==> config.mk <==
export PLATFORM = sky130hd
export DESIGN_NAME = dbg_prog_port
export DESIGN_NICKNAME = d
export VERILOG_FILES = /design/src/core/dbg_pkg.sv /design/src/core/crc_if.sv /design/src/core/pin_sync.sv /design/src/core/crc_engine.sv /design/src/core/dbg_prog_port.sv
export VERILOG_INCLUDE_DIRS = /design/src /design/src/core
export SDC_FILE = /design/constraint.sdc
export NUM_CORES = 1
export LEC_CHECK = 0
export BUFFER_PORTS_ARGS = -buffer_cell sky130_fd_sc_hd__buf_2
export CAP_MARGIN = 0
export CORE_ASPECT_RATIO = 1.4
export CORE_MARGIN = 2
export CORE_UTILIZATION = 50
export CTS_BUF_LIST = sky130_fd_sc_hd__clkbuf_8
export DETAILED_ROUTE_END_ITERATION = 10
export PLACE_DENSITY_LB_ADDON = 0.2
export SLEW_MARGIN = 20
export SYNTH_ARGS = -nofsm -noshare
export SYNTH_HDL_FRONTEND = slang
export SYNTH_HIERARCHICAL = 1
export SYNTH_SLANG_ARGS = --single-unit
==> constraint.sdc <==
create_clock -name i_clk -period 7.15 [get_ports i_clk]
set_input_delay 1.43 -clock i_clk [delete_from_list [all_inputs] [get_ports i_clk]]
set_output_delay 1.43 -clock i_clk [all_outputs]
set_load 0.005 [all_outputs]
==> src/core/dbg_cfg.svh <==
// constants of the debug link programming port
`ifndef DBG_CFG_SVH
`define DBG_CFG_SVH
`define ADR_PART_ID     8'h00
`define ADR_REV_ID      8'h01
`define ADR_HALT        8'h02
`define ADR_PROG_EN     8'hDF
`define ADR_DATA        8'hBF
`define ADR_LOCK_STAT   8'hB7
`define ADR_ADDR_HI     8'hAF
`define ADR_ADDR_LO     8'hAE
`define ADR_CHECKSUM_BYTE0        8'hA9
`define ADR_CHECKSUM_BYTE1        8'hAA
`define ADR_CHECKSUM_BYTE2        8'hAB
`define ADR_CHECKSUM_BYTE3        8'hAC
`define REG_RESET       8'h00
`define STAT_BUSY_BIT   7
`define STAT_WLOCK_BIT  7
`define STAT_RLOCK_BIT  6
`define STAT_ERR_BIT    0
`define BLOCK_LOW_ADDR  8'h00
`define FULL_START_ADDR 16'h0000
`define BLOCK_BYTES     17'h00100
`define INS_WRITE_BIT   0
`define INS_ADDR_BIT    1
`define INS_LAST_BIT    3'h1
`define BYTE_LAST_BIT   3'h7
`define CLK_PERIOD_NS   40
`define LINK_RESET_NS   20000
`define LINK_RESET_CYC  ((`LINK_RESET_NS + `CLK_PERIOD_NS - 1) / `CLK_PERIOD_NS)
`endif

==> src/core/dbg_pkg.sv <==
// state types of the debug link programming port
package dbg_pkg;
   typedef enum logic [2:0] {FR_IDLE, FR_INS, FR_DIN, FR_TURN, FR_DOUT} frame_state_t;
   typedef enum logic [1:0] {MS_IDLE, MS_LINK_RD, MS_LINK_WR, MS_CRC} mem_state_t;
   typedef enum logic {CRC_IDLE, CRC_RUN} crc_state_t;
endpackage : dbg_pkg

==> src/core/crc_if.sv <==
// checksum request and memory fetch group between core and engine
`timescale 1ns/10ps
`default_nettype none
interface crc_if;
   logic        start;
   logic        wide;
   logic [15:0] base;
   logic [16:0] len;
   logic        mem_req;
   logic [15:0] mem_addr;
   logic        mem_ack;
   logic [7:0]  mem_data;
   logic        busy;
   logic        done;
   logic        res_wide;
   logic [31:0] result;
   modport engine (input start, wide, base, len, mem_ack, mem_data,
                   output mem_req, mem_addr, busy, done, res_wide, result);
   modport core (output start, wide, base, len, mem_ack, mem_data,
                 input mem_req, mem_addr, busy, done, res_wide, result);
endinterface : crc_if
`default_nettype wire

==> src/core/pin_sync.sv <==
// three-stage pin synchroniser with agreement filter
`timescale 1ns/10ps
`default_nettype none
module pin_sync #(
   parameter int W = 2
) (
   input  wire logic         i_clk,
   input  wire logic         i_rstn,
   input  wire logic [W-1:0] i_pins,
   output var  logic [W-1:0] o_level
);
   logic [W-1:0] s1_reg;
   logic [W-1:0] s2_reg;
   logic [W-1:0] s3_reg;
   wire  [W-1:0] agree = s2_reg ~^ s3_reg;
   wire  [W-1:0] level_next = (agree & s3_reg) | (~agree & o_level);

   // pins idle high, first stage feeds only the second
   always_ff @(posedge i_clk or negedge i_rstn) begin
      if (!i_rstn) begin
         s1_reg  <= {W{1'b1}};
         s2_reg  <= {W{1'b1}};
         s3_reg  <= {W{1'b1}};
         o_level <= {W{1'b1}};
      end else begin
         s1_reg  <= i_pins;
         s2_reg  <= s1_reg;
         s3_reg  <= s2_reg;
         o_level <= level_next;
      end
   end
endmodule : pin_sync
`default_nettype wire

==> src/core/crc_engine.sv <==
// byte-serial checksum engine fetching through the core memory port
`timescale 1ns/10ps
`default_nettype none
module crc_engine
   import dbg_pkg::*;
#(
   parameter logic [15:0] POLY16 = 16'h1021,
   parameter logic [15:0] INIT16 = 16'hFFFF,
   parameter logic [31:0] POLY32 = 32'h04C11DB7,
   parameter logic [31:0] INIT32 = 32'hFFFFFFFF
) (
   input  wire logic i_clk,
   input  wire logic i_rstn,
   crc_if.engine     bus
);
   crc_state_t  state_reg;
   logic [31:0] crc_reg;
   logic [15:0] addr_reg;
   logic [16:0] left_reg;
   logic        wide_reg;
   logic        done_reg;

   // one byte msb first, narrow mode keeps the upper half clear
   function automatic logic [31:0] crc_step(input logic [31:0] c, input logic [7:0] d, input logic w);
      logic [31:0] r;
      logic        fb;
      r = c;
      for (int i = 7; i >= 0; i--) begin
         fb = (w ? r[31] : r[15]) ^ d[i];
         r  = {r[30:0], 1'b0};
         if (fb) begin
            r = r ^ (w ? POLY32 : {16'h0000, POLY16});
         end
      end
      if (!w) begin
         r[31:16] = 16'h0000;
      end
      return r;
   endfunction : crc_step

   // walk the range one fetched byte at a time
   always_ff @(posedge i_clk or negedge i_rstn) begin
      if (!i_rstn) begin
         state_reg <= CRC_IDLE;
         crc_reg   <= 32'h00000000;
         addr_reg  <= 16'h0000;
         left_reg  <= 17'h00000;
         wide_reg  <= 1'b0;
         done_reg  <= 1'b0;
      end else begin
         done_reg <= 1'b0;
         case (state_reg)
            CRC_IDLE: begin
               if (bus.start) begin
                  state_reg <= CRC_RUN;
                  crc_reg   <= bus.wide ? INIT32 : {16'h0000, INIT16};
                  addr_reg  <= bus.base;
                  left_reg  <= bus.len;
                  wide_reg  <= bus.wide;
               end
            end
            CRC_RUN: begin
               if (bus.mem_ack) begin
                  crc_reg  <= crc_step(crc_reg, bus.mem_data, wide_reg);
                  addr_reg <= addr_reg + 16'h0001;
                  left_reg <= left_reg - 17'h00001;
                  if (left_reg == 17'h00001) begin
                     state_reg <= CRC_IDLE;
                     done_reg  <= 1'b1;
                  end
               end
            end
            default: state_reg <= CRC_IDLE;
         endcase
      end
   end

   assign bus.mem_req  = (state_reg == CRC_RUN);
   assign bus.mem_addr = addr_reg;
   assign bus.busy     = (state_reg == CRC_RUN);
   assign bus.done     = done_reg;
   assign bus.res_wide = wide_reg;
   assign bus.result   = crc_reg;
endmodule : crc_engine
`default_nettype wire

==> src/core/dbg_prog_port.sv <==
// two-wire debug link register port for code memory programming
`timescale 1ns/10ps
`default_nettype none
`include "dbg_cfg.svh"
module dbg_prog_port
   import dbg_pkg::*;
#(
   parameter int          MEM_BYTES = 16384,
   parameter logic [7:0]  PART_ID   = 8'h5A,  // arbitrary value
   parameter logic [7:0]  REV_ID    = 8'h00,  // arbitrary value
   parameter logic [15:0] POLY16    = 16'h1021,
   parameter logic [15:0] INIT16    = 16'hFFFF,
   parameter logic [31:0] POLY32    = 32'h04C11DB7,
   parameter logic [31:0] INIT32    = 32'hFFFFFFFF
) (
   input  wire logic        i_clk,
   input  wire logic        i_rstn,
   input  wire logic        i_link_clock_pin,
   input  wire logic        i_link_data_pin,
   output logic             o_link_data_pin,
   output logic             o_link_data_oe,
   output logic             o_core_reset,
   output logic             o_core_halt,
   output logic             o_prog_enable,
   output logic [15:0]      o_lock_addr,
   input  wire logic        i_write_locked,
   input  wire logic        i_read_locked,
   output logic [15:0]      o_mem_addr,
   output logic [7:0]       o_mem_wdata,
   output logic             o_mem_read,
   output logic             o_mem_write,
   input  wire logic [7:0]  i_mem_rdata,
   input  wire logic        i_mem_done
);
   localparam int RST_CYC = `LINK_RESET_CYC;

   // refuse sizes the address and counters cannot serve
   if (MEM_BYTES < 256 || MEM_BYTES > 65536 || (MEM_BYTES % 256) != 0) begin : g_bad_size
      $error("MEM_BYTES must be a multiple of 256 up to 65536");
   end
   if (RST_CYC < 1 || RST_CYC > 1023) begin : g_bad_reset
      $error("link reset count does not fit its counter");
   end

   // ------------------------------------------------------------------
   // pin sampling
   // ------------------------------------------------------------------
   logic [1:0]   pin_level;
   logic         ck_prev_reg;
   logic [9:0]   low_cnt_reg;
   logic         link_reset_reg;

   // reset pin doubles as link clock, data pin is shared
   pin_sync #(
      .W (2)
   ) u_pin_sync (
      .i_clk   (i_clk),
      .i_rstn  (i_rstn),
      .i_pins  ({i_link_clock_pin, i_link_data_pin}),
      .o_level (pin_level)
   );

   wire       link_ck = pin_level[1];
   wire       link_dt = pin_level[0];
   wire       ck_rise = link_ck & ~ck_prev_reg;
   wire       low_full = (low_cnt_reg == 10'(RST_CYC));
   wire [9:0] low_cnt_next = link_ck ? 10'h000 : (low_full ? low_cnt_reg : low_cnt_reg + 10'h001);

   // long low on the clock pin is a device reset
   always_ff @(posedge i_clk or negedge i_rstn) begin
      if (!i_rstn) begin
         ck_prev_reg    <= 1'b1;
         low_cnt_reg    <= 10'h000;
         link_reset_reg <= 1'b0;
      end else begin
         ck_prev_reg    <= link_ck;
         low_cnt_reg    <= low_cnt_next;
         link_reset_reg <= (low_cnt_next == 10'(RST_CYC));
      end
   end

   // ------------------------------------------------------------------
   // link frame engine
   // ------------------------------------------------------------------
   frame_state_t fr_state_reg;
   frame_state_t fr_state_next;
   logic [2:0]   bit_cnt_reg;
   logic [2:0]   bit_cnt_next;
   logic [1:0]   ins_reg;
   logic [1:0]   ins_next;
   logic [7:0]   shift_reg;
   logic [7:0]   shift_next;
   logic         req_fire;
   logic         req_valid_reg;
   logic [7:0]   rd_mux;

   wire req_wr     = req_valid_reg & ins_reg[`INS_WRITE_BIT];
   wire req_rd     = req_valid_reg & ~ins_reg[`INS_WRITE_BIT];
   wire req_to_sel = ins_reg[`INS_ADDR_BIT];
   wire wr_sel     = req_wr & req_to_sel;
   wire wr_reg     = req_wr & ~req_to_sel;
   wire rd_reg     = req_rd & ~req_to_sel;

   // frame sequencing on sampled clock rises
   always_comb begin
      fr_state_next = fr_state_reg;
      bit_cnt_next  = bit_cnt_reg;
      ins_next      = ins_reg;
      shift_next    = shift_reg;
      req_fire      = 1'b0;
      if (link_reset_reg) begin
         fr_state_next = FR_IDLE;
      end else if (req_rd) begin
         shift_next = rd_mux; // load read answer during turnaround
      end else if (ck_rise) begin
         case (fr_state_reg)
            FR_IDLE: begin
               if (!link_dt) begin
                  fr_state_next = FR_INS;
                  bit_cnt_next  = 3'h0;
               end
            end
            FR_INS: begin
               ins_next     = {link_dt, ins_reg[1]};
               bit_cnt_next = bit_cnt_reg + 3'h1;
               if (bit_cnt_reg == `INS_LAST_BIT) begin
                  bit_cnt_next = 3'h0;
                  if (ins_next[`INS_WRITE_BIT]) begin
                     fr_state_next = FR_DIN;
                  end else begin
                     fr_state_next = FR_TURN;
                     req_fire      = 1'b1;
                  end
               end
            end
            FR_DIN: begin
               shift_next   = {link_dt, shift_reg[7:1]};
               bit_cnt_next = bit_cnt_reg + 3'h1;
               if (bit_cnt_reg == `BYTE_LAST_BIT) begin
                  fr_state_next = FR_IDLE;
                  req_fire      = 1'b1;
               end
            end
            FR_TURN: begin
               fr_state_next = FR_DOUT;
            end
            FR_DOUT: begin
               shift_next   = {1'b0, shift_reg[7:1]};
               bit_cnt_next = bit_cnt_reg + 3'h1;
               if (bit_cnt_reg == `BYTE_LAST_BIT) begin
                  fr_state_next = FR_IDLE;
               end
            end
            default: begin
               fr_state_next = FR_IDLE;
            end
         endcase
      end
   end

   // frame registers
   always_ff @(posedge i_clk or negedge i_rstn) begin
      if (!i_rstn) begin
         fr_state_reg  <= FR_IDLE;
         bit_cnt_reg   <= 3'h0;
         ins_reg       <= 2'h0;
         shift_reg     <= 8'h00;
         req_valid_reg <= 1'b0;
      end else begin
         fr_state_reg  <= fr_state_next;
         bit_cnt_reg   <= bit_cnt_next;
         ins_reg       <= ins_next;
         shift_reg     <= shift_next;
         req_valid_reg <= req_fire;
      end
   end

   // ------------------------------------------------------------------
   // register file
   // ------------------------------------------------------------------
   logic [7:0]  sel_reg;
   logic [7:0]  halt_reg;
   logic [7:0]  prog_reg;
   logic [7:0]  data_reg;
   logic [15:0] addr_reg;
   logic [31:0] crc_reg;
   logic        err_reg;
   logic        fetch_pend_reg;
   mem_state_t  mem_state_reg;
   mem_state_t  mem_state_next;
   crc_if       crc_bus ();

   function automatic logic sel_is(input logic [7:0] sel, input logic [7:0] adr);
      return sel == adr;
   endfunction : sel_is

   // target decode from the link address register
   wire hit_id   = sel_is(sel_reg, `ADR_PART_ID);
   wire hit_rev  = sel_is(sel_reg, `ADR_REV_ID);
   wire hit_halt = sel_is(sel_reg, `ADR_HALT);
   wire hit_prog = sel_is(sel_reg, `ADR_PROG_EN);
   wire hit_data = sel_is(sel_reg, `ADR_DATA);
   wire hit_stat = sel_is(sel_reg, `ADR_LOCK_STAT);
   wire hit_hi   = sel_is(sel_reg, `ADR_ADDR_HI);
   wire hit_lo   = sel_is(sel_reg, `ADR_ADDR_LO);
   wire hit_checksum_byte0 = sel_is(sel_reg, `ADR_CHECKSUM_BYTE0);
   wire hit_checksum_byte1 = sel_is(sel_reg, `ADR_CHECKSUM_BYTE1);
   wire hit_checksum_byte2 = sel_is(sel_reg, `ADR_CHECKSUM_BYTE2);
   wire hit_checksum_byte3 = sel_is(sel_reg, `ADR_CHECKSUM_BYTE3);

   // access gating and memory launch decisions
   wire halted    = (halt_reg != `REG_RESET);
   wire access_ok = halted & (prog_reg != `REG_RESET);
   wire mem_free  = (mem_state_reg == MS_IDLE) & ~crc_bus.busy;
   wire want_wr   = wr_reg & hit_data;
   wire want_rd   = (rd_reg & hit_data) | fetch_pend_reg;
   wire go_wr     = want_wr & mem_free & access_ok & ~i_write_locked;
   wire go_rd     = want_rd & mem_free & access_ok & ~i_read_locked & ~go_wr;
   wire err_set   = (want_wr | want_rd) & mem_free & ~go_wr & ~go_rd;
   wire go_crc    = crc_bus.mem_req & (mem_state_reg == MS_IDLE);
   wire mem_done  = i_mem_done & (mem_state_reg != MS_IDLE);
   wire link_done = mem_done & ((mem_state_reg == MS_LINK_RD) | (mem_state_reg == MS_LINK_WR));
   wire rd_done   = mem_done & (mem_state_reg == MS_LINK_RD);
   wire busy      = (mem_state_reg != MS_IDLE) | crc_bus.busy | fetch_pend_reg;
   wire crc_go    = wr_reg & (hit_checksum_byte0 | hit_checksum_byte1) & halted & mem_free;

   // next values of the software registers
   wire [7:0]  sel_next  = wr_sel ? shift_reg : sel_reg;
   wire [7:0]  halt_next = link_reset_reg ? `REG_RESET : ((wr_reg & hit_halt) ? shift_reg : halt_reg);
   wire [7:0]  prog_next = link_reset_reg ? `REG_RESET : ((wr_reg & hit_prog) ? shift_reg : prog_reg);
   wire [7:0]  data_next = rd_done ? i_mem_rdata : ((wr_reg & hit_data) ? shift_reg : data_reg);
   wire [15:0] addr_step = addr_reg + 16'h0001;
   wire [15:0] addr_next = link_done ? addr_step :
                           (wr_reg & hit_hi) ? {shift_reg, addr_reg[7:0]} :
                           (wr_reg & hit_lo) ? {addr_reg[15:8], shift_reg} : addr_reg;
   wire        err_next  = err_set | (err_reg & ~(go_wr | go_rd));

   // checksum bytes: byte writes, then a wide result replaces all four, a narrow result only the low two
   wire [31:0] crc_mask = {{8{wr_reg & hit_checksum_byte3}}, {8{wr_reg & hit_checksum_byte2}},
                           {8{wr_reg & hit_checksum_byte1}}, {8{wr_reg & hit_checksum_byte0}}};
   wire [31:0] crc_hold = (crc_reg & ~crc_mask) | ({4{shift_reg}} & crc_mask);
   wire [31:0] crc_wide = crc_bus.result;
   wire [31:0] crc_half = {crc_reg[31:16], crc_bus.result[15:0]};
   wire [31:0] crc_next = crc_bus.done ? (crc_bus.res_wide ? crc_wide : crc_half) : crc_hold;

   // answer bytes for link reads
   wire [7:0] status_byte = 8'(busy) << `STAT_BUSY_BIT;
   wire [7:0] lock_byte   = (8'(i_write_locked) << `STAT_WLOCK_BIT) |
                            (8'(i_read_locked) << `STAT_RLOCK_BIT) |
                            (8'(err_reg) << `STAT_ERR_BIT);
   assign rd_mux = req_to_sel ? status_byte :
                   hit_id     ? PART_ID :
                   hit_rev    ? REV_ID :
                   hit_halt   ? halt_reg :
                   hit_prog   ? prog_reg :
                   hit_data   ? data_reg :
                   hit_stat   ? lock_byte :
                   hit_hi     ? addr_reg[15:8] :
                   hit_lo     ? addr_reg[7:0] :
                   hit_checksum_byte0   ? crc_reg[7:0] :
                   hit_checksum_byte1   ? crc_reg[15:8] :
                   hit_checksum_byte2   ? crc_reg[23:16] :
                   hit_checksum_byte3   ? crc_reg[31:24] : 8'h00;

   // software register storage
   always_ff @(posedge i_clk or negedge i_rstn) begin
      if (!i_rstn) begin
         sel_reg        <= `REG_RESET;
         halt_reg       <= `REG_RESET;
         prog_reg       <= `REG_RESET;
         data_reg       <= `REG_RESET;
         addr_reg       <= 16'h0000;
         crc_reg        <= 32'h00000000;
         err_reg        <= 1'b0;
         fetch_pend_reg <= 1'b0;
      end else begin
         sel_reg        <= sel_next;
         halt_reg       <= halt_next;
         prog_reg       <= prog_next;
         data_reg       <= data_next;
         addr_reg       <= addr_next;
         crc_reg        <= crc_next;
         err_reg        <= err_next;
         fetch_pend_reg <= wr_reg & hit_lo;
      end
   end

   // ------------------------------------------------------------------
   // checksum engine and memory port
   // ------------------------------------------------------------------
   assign crc_bus.start    = crc_go;
   assign crc_bus.wide     = hit_checksum_byte1;
   assign crc_bus.base     = hit_checksum_byte1 ? `FULL_START_ADDR : {shift_reg, `BLOCK_LOW_ADDR};
   assign crc_bus.len      = hit_checksum_byte1 ? 17'(MEM_BYTES) : `BLOCK_BYTES;
   assign crc_bus.mem_ack  = mem_done & (mem_state_reg == MS_CRC);
   assign crc_bus.mem_data = i_mem_rdata;

   crc_engine #(
      .POLY16 (POLY16),
      .INIT16 (INIT16),
      .POLY32 (POLY32),
      .INIT32 (INIT32)
   ) u_crc_engine (
      .i_clk  (i_clk),
      .i_rstn (i_rstn),
      .bus    (crc_bus)
   );

   // memory access sequencing, checksum fetches first
   always_comb begin
      mem_state_next = mem_state_reg;
      case (mem_state_reg)
         MS_IDLE: begin
            if (go_crc) begin
               mem_state_next = MS_CRC;
            end else if (go_wr) begin
               mem_state_next = MS_LINK_WR;
            end else if (go_rd) begin
               mem_state_next = MS_LINK_RD;
            end
         end
         MS_LINK_RD, MS_LINK_WR, MS_CRC: begin
            if (i_mem_done) begin
               mem_state_next = MS_IDLE;
            end
         end
         default: begin
            mem_state_next = MS_IDLE;
         end
      endcase
   end

   wire [15:0] launch_addr = go_crc ? crc_bus.mem_addr : addr_reg;
   wire        launch      = (mem_state_reg == MS_IDLE) & (go_crc | go_wr | go_rd);

   // memory port registers
   always_ff @(posedge i_clk or negedge i_rstn) begin
      if (!i_rstn) begin
         mem_state_reg <= MS_IDLE;
         o_mem_addr    <= 16'h0000;
         o_mem_wdata   <= 8'h00;
         o_mem_read    <= 1'b0;
         o_mem_write   <= 1'b0;
      end else begin
         mem_state_reg <= mem_state_next;
         o_mem_addr    <= launch ? launch_addr : o_mem_addr;
         o_mem_wdata   <= go_wr ? shift_reg : o_mem_wdata;
         o_mem_read    <= (mem_state_next == MS_LINK_RD) | (mem_state_next == MS_CRC);
         o_mem_write   <= (mem_state_next == MS_LINK_WR);
      end
   end

   // pin and core control outputs
   assign o_link_data_pin = shift_reg[0];
   assign o_link_data_oe  = (fr_state_reg == FR_DOUT);
   assign o_core_reset    = link_reset_reg;
   assign o_core_halt     = halted;
   assign o_prog_enable   = access_ok;
   assign o_lock_addr     = addr_reg;
endmodule : dbg_prog_port
`default_nettype wire

==> results.md, run 1 <==
* Final Cycle Share at 50.43%
* Maxcap violations at 0
* Largest net degree at the start of global routing at 120
* Tmin final at between 3000 and 4000 ps
* Layout fillers at about 2300
* Crit. End Element: flop
* Rel. slew slack at roughly 33%
* RSZ-0062 raised after global routing: false
* Pre-CTS setup slack at ~3200 ps
* Netlist Area Pre-Place at 12960 um2
* Synth warnings at 6
* Avg Synthesized Cell Area at between 9 and 10 um2
* DRC at 4
* Synth Flop Type: dfrtp_1
* Antenna Cells at 0
* Yosys cell types at 88
* Clock Path Buffers at 3
* Syn Inst Count at about 1300
* DR vias at about 10000
* WL/cell at 20.77 um
* Initial core utilization at between 50% and 60%
* Port-buffer cells at 61
* Asr flop ratio synth at between 90% and 100%
* Layout cell share with drive strength beyond 1 at between 10 and 15%
* Worst path bufs/invs at 3
* Vias in the first global route at approximately 10000
* Maximum vdd drop at around 0.16 mV
* P per Cell Area at about 370 nW/um2
* Die X at 140.1 um
* Max H-tree Level at 2
* Setup TNS at 0 ps
* Routed wire length at about 36 mm
* Failing checks: design-rule violations
* Crit path kind: flop to flop
* Hpwl dp at between 20 and 25 mm
* Row count at 69
* Die Ht at a little under 200 um
* GR Overflow Total at 0
* Slew Limit Fails at 0
* CTS Hold Bufs at 0
* Seq cells post-synth at ~220
* Final Hold Viols at 0
* Largest delay share family, worst path: simple AND/OR/NAND/NOR gates
* Total GRT Usage at 26.98%
* Leading area contributor after synthesis: dfrtp_1
* Worst-path maximum fanout at 34
* Clock-pin slew on the worst setup and hold paths at around 60 ps
* Reg area at approximately 5400 um2
* Cts bufs inserted at 37
* Placed Area at 13490 um2
* Initial antenna violation count at 0
* Post-CTS sizing at 0
* Hold Path Class: flop to flop
* CP Launch Type: flop
* Fin worst setup slack at 3544 ps
* Status: complete, but fails checks
* Most numerous cell in the Yosys netlist: dfrtp_1
* CTS tree: built
* IO Count at 62
* Final net count at ~1400
* Area of the multi-input gates at slightly above 7000 um2
* FMAX at approximately 280 MHz
* Final non-filler cell area at 14280 um2
* Skew-Pair Late Insertion Delay at about 560 ps
* CP max stage cell: buf_4
* CP cell instances: inv_1 > ha_1 > nand2b_1 > a21oi_1 > and4_1 > buf_4 > nand2b_1 > nand2_1 > buf_4 > o32ai_1 > nor3b_1
* Area growth syn-to-layout at 10.14%
* Final setup vio count at 0
* Clk root buf: clkbuf_8
* Worst path max stage delay at around 430 ps
* Area contributors post-synth: dfrtp_1 (40%), mux2i_1 (8.4%), xnor2_1 (4.7%)
* WP data required at around 7600 ps
* Postcts setup bufs at 0
* Post-synth EDFFs at 0
* Router iterations before antenna repair at 10
* Most frequent cells after synthesis: dfrtp_1 (206), nand2_1 (142), nor2_1 (117), mux2i_1 (109), a21oi_1 (79)
* DIE AREA at between 20000 and 30000 um2
* TritonCTS Sinks at around 220
* Vias/cell at slightly above 6
* Leak Pwr at 6.179 nW
* Fin Clk Skew at 20.61 ps
* Core box area at around 25000 um2
* First-pass GRT wire length at slightly below 60 mm
* RD Place Congestion at 0.9198
* Top-area cell type share of the netlist area at 39.77%
* Antenna Nets Post-Route at 0
* Detailed Route Iter0 Violations at 742
* CP arrival at 4080 ps
* Sequential share of the synthesized area at around two fifths
* Worst-margin pin slew at about 1000 ps
## path summary, 6_finish.rpt
check                                     startpoint                           to  slack (ps)  cells after the start
max in group asynchronous                     i_rstn               o_mem_wdata[6]        4700                      2
worst min register to register  u_pin_sync/s1_reg[1]         u_pin_sync/s2_reg[1]         360                      0
min in group asynchronous                     i_rstn  u_crc_engine/bus.result[29]         880                      1
worst min-delay path            u_pin_sync/s1_reg[1]         u_pin_sync/s2_reg[1]         360                      0
worst max register to register      mem_state_reg[1]  u_crc_engine/bus.result[10]        3540                     11
worst max-delay path                mem_state_reg[1]  u_crc_engine/bus.result[10]        3540                     11
## metal layers
layer  vias up  GRT usage [%]  share of wire (%)
li1       4878              -                  -
met1      5132          34.29                 41
met2       364          44.57                 49
met3       122          3.769                5.2
met4         0          14.67                5.4
met5         -              0                  0
## layout by cell type, fill, tap and decap left out, drive strengths merged, types with 41 or more instances in the layout
cell type  count
xnor2         78
a21oi         79
mux2i        112
dfrtp        206
mux2          43
buf           73
nor2         118
o21ai         70
nand3         41
nand2        142
clkbuf        46
## per-stage QoR
stage	hold WS, ps	utilization, %	power (mW)	instances
floorplan	345.2	-	3.452	1367
global placement	346.4	52.98	3.999	1676
detailed placement	350.0	52.98	4.031	1676
CTS	358.8	56.05	5.253	1739
global route	360.1	56.06	5.550	1739
finish	357.7	56.06	5.255	1739
## where the power goes
group	internal, mW	switching (mW)	leakage (nW)	total, mW
clock	0.685	0.519	0.440	1.20
combinational	0.995	1.11	3.09	2.11
sequential	1.47	0.477	2.65	1.94
total	3.15	2.11	6.18	5.26
## layout make-up
cell class                 count  area share [%]
sequential                   215           37.79
inverter                      23          0.6047
multi-input combinational   1046           50.50
timing repair buffer          73           2.839
tap                          319           2.796
clock buffer                  46           4.434
clock inverter                17           1.043
## logic make-up after synthesis
kind of cell | count (synthesis) | share of synthesized area [%]
AOI/OAI and AO/OA | 270 | 13.28
xor gates and xnor gates | 122 | 9.826
adders and majority gates | 14 | 1.332
buffers and inverters | 106 | 3.446
DFF | 215 | 41.59
muxes | 155 | 12.61
other | 1 | 0.02893
and+or+nand+nor | 462 | 17.89
Note: power is estimated with default switching activity, not from simulation.
==> inputs of run 2 (changes only) <==
ABC_AREA = 1   (was default)
clock period = 3.6 ns   (was 7.15 ns; I/O delays follow)
==> run 2 against run 1 <==
The flow now finishes without violations. Via count grew 16%. Area after synthesis grew 0.46%. Utilization grew 0.66 points. Cell area grew 1.2%. Count of clock-buffer cells in the layout grew 2. Global-route usage grew 2.1 points. Fmax grew 17%. Non-clock buffer count grew 7. Die area grew 0.45%. Flip-flop and latch count is the same. Critical path type unchanged.
==> results.md, run 2 <==
* Status: complete, no violations
* Initial core utilization at between 50% and 60%
* Compound-gate portion of the synthesized area at about 15%
* Final Hold Viols at 0
* GR Overflow Total at 0
* WP data required at 4020 ps
* RSZ-0062 raised after global routing: false
* Detailed Route Iter0 Violations at ~1100
* TritonCTS Sinks at approximately 220
* Total GRT Usage at ~29%
* Final net count at between 1500 and 2000
* Router iterations before antenna repair at 6
* Worst-margin pin slew at about 1000 ps
* Worst-path maximum fanout at 30
* Sequential share of the synthesized area at roughly 41%
* Final setup vio count at 0
* WL/cell at about 18 um
* Met2 WL at about 20 mm
* Skew-Pair Late Insertion Delay at about 550 ps
* Fin Clk Skew at 25.84 ps
* Syn Inst Count at 1757
* Cell mode on critical path: inv_1
* Power Total at around 11 mW
* Worst path max stage delay at a little over 600 ps
* CP arrival at about 3500 ps
* Worst path bufs/invs at 6
* Worst setup path startpoint: ins_reg[1]
* Largest delay share family, worst path: buffers and inverters
* Max H-tree Level at 2
* Most numerous cell in the Yosys netlist: nand2_1
* Simple-gate area share of the yosys netlist at 30.53%
* Vias in the first global route at 11897
* CP Launch Type: flop
* Most frequent cells after synthesis: nand2_1 (438), inv_1 (215), dfrtp_1 (206), nor2_1 (152), nand3_1 (146)
* Top-area cell type share of the netlist area at 39.58%
* Clock Path Buffers at 3
* CTS Hold Bufs at 0
* Avg Synthesized Cell Area at around 7.4 um2
* Yosys cell types at 62
* Maxcap violations at 0
* Port-buffer cells at between 60 and 70
* Initial antenna violation count at 1
* P per Cell Area at ~730 nW/um2
* Pre-CTS setup slack at around 560 ps
* Hold Path Class: input port to asynchronous set/reset pin
* First-pass GRT wire length at 63.34 mm
* Postcts setup bufs at 0
* Die X at 140.4 um
* IO Count at slightly above 60
* Fin worst setup slack at about 520 ps
* Synth Flop Type: dfrtp_1
* DR WL met3 at approximately 1.9 mm
* Post-Synth Adder-Cell Area at 1.153%
* Cts bufs inserted at 37
* Die Ht at between 150 and 200 um
* Clock-pin slew on the worst setup and hold paths at roughly 60 ps
* Main combinational cell family by area after synthesis: simple AND/OR/NAND/NOR gates
* Post-CTS sizing at 0
* Netlist Area Pre-Place at around 13000 um2
* Mux cell area share after synthesis at less than 1%
* Highest Signal Layer: met4
* Routed wire length at between 30 and 40 mm
* Leak Pwr at around 7 nW
* Clk root buf: clkbuf_8
* Vias/cell at 5.601
* Crit path kind: flop to flop
* Crit. End Element: flop
* Leading area contributor after synthesis: dfrtp_1
* Setup TNS at 0 ps
* Slew Limit Fails at 0
* Asr flop ratio synth at 100.0%
* Reg2reg start: ins_reg[1]
* FMAX at about 320 MHz
* Largest net degree at the start of global routing at around 90
* Seq cells post-synth at approximately 220
* Commonest non-fill, non-tap cell in the layout: nand2_1
* M1 WL at approximately 16 mm
* DIE AREA at roughly 27000 um2
* CP cell instances: inv_1 > nand3_1 > inv_1 > nand2_1 > a21oi_1 > nand2_1 > inv_1 > nor2_2 > clkinv_1 > buf_4 > o21ai_0 > inv_1
* CTS tree: built
* Area growth syn-to-layout at 10.93%
* Final non-filler cell area at around 14000 um2
* Post-synth EDFFs at 0
* Final Cycle Share at approximately 86%
* Area contributors post-synth: dfrtp_1 (40%), nand2_1 (13%), inv_1 (6.2%)
* Hpwl dp at between 20 and 30 mm
* Most frequent cells in the layout: nand2_1 (438), inv_1 (223), dfrtp_1 (205)
* Post-Synth XOR/XNOR Area at 2.815%
* CP max stage cell: clkinv_1
* Tmin final at 3080 ps
* Layout cell share with drive strength beyond 1 at a little over an eighth
* Placed Area at between 10000 and 15000 um2
* Rel. slew slack at 29.97%
* DR vias at approximately 12000
* Synth warnings at 6
* Maximum vdd drop at 0.3405 mV
* Core box area at roughly 25000 um2
* Row count at approximately 70
* Antenna Nets Post-Route at 0
* DRC at 0
* RD Place Congestion at approximately 0.94
run 2: power by group:
part,internal (mW),total (mW),switching [mW],leakage [nW]
combinational,1.48,4.36,2.88,3.97
sequential,3.12,3.90,0.776,2.73
clock,1.27,2.31,1.03,0.428
run 2: cells by family after synthesis:
group	Yosys count
buf+inv	288
xor+xnor	41
fa+ha+maj	12
simple gates	874
mux	1
compound gates	325
flops	215
other cells	1
run 2: through the flow:
stage	utilization [%]	hold WS, ps	std cells
2_1_floorplan	-	345.2	1780
3_3_place_gp	53.73	347.2	2119
3_5_place_dp	53.73	347.2	2119
4_1_cts	56.71	206.9	2182
5_1_grt	56.71	230.9	2182
6_report	56.72	188.3	2183
run 2: area by class of cell:
| cell class | instances | area [um2] |
|---|---|---|
| fill | 2440 | 11020 |
| multi-input combinational | 1277 | 6548 |
| sequential | 215 | 5393 |
| inverter | 228 | 860.8 |
| clock buffer | 48 | 660.6 |
| timing repair buffer | 80 | 483.0 |
| tap | 319 | 399.1 |
| clock inverter | 15 | 100.1 |
| antenna | 1 | 2.502 |
run 2: path summary, 6_finish.rpt:
kind                                                to  slack, ps  cells after the start
min                                     low_cnt_reg[0]        190                      1
min reg2reg                       u_pin_sync/s2_reg[1]        360                      0
max in group asynchronous    u_crc_engine/left_reg[15]       2550                      2
max reg2reg                u_crc_engine/bus.result[15]        520                     12
min in group i_clk                u_pin_sync/s1_reg[0]        270                      1
max                        u_crc_engine/bus.result[15]        520                     12
run 2: routing by layer:
layer | track usage, % | vias up
li1 | - | 5914
met2 | 50.11 | 420
met3 | 3.572 | 102
met1 | 36.85 | 5790
met5 | 0 | -
met4 | 12.23 | 0
run 2: worst register-to-register path, cell delays in order (launching register included):
cell	delay (ps)
dfrtp_1	460
inv_1	110
nand3_1	220
inv_1	290
nand2_1	170
a21oi_1	100
nand2_1	130
inv_1	80
nor2_2	100
clkinv_1	610
buf_4	460
o21ai_0	170
inv_1	50
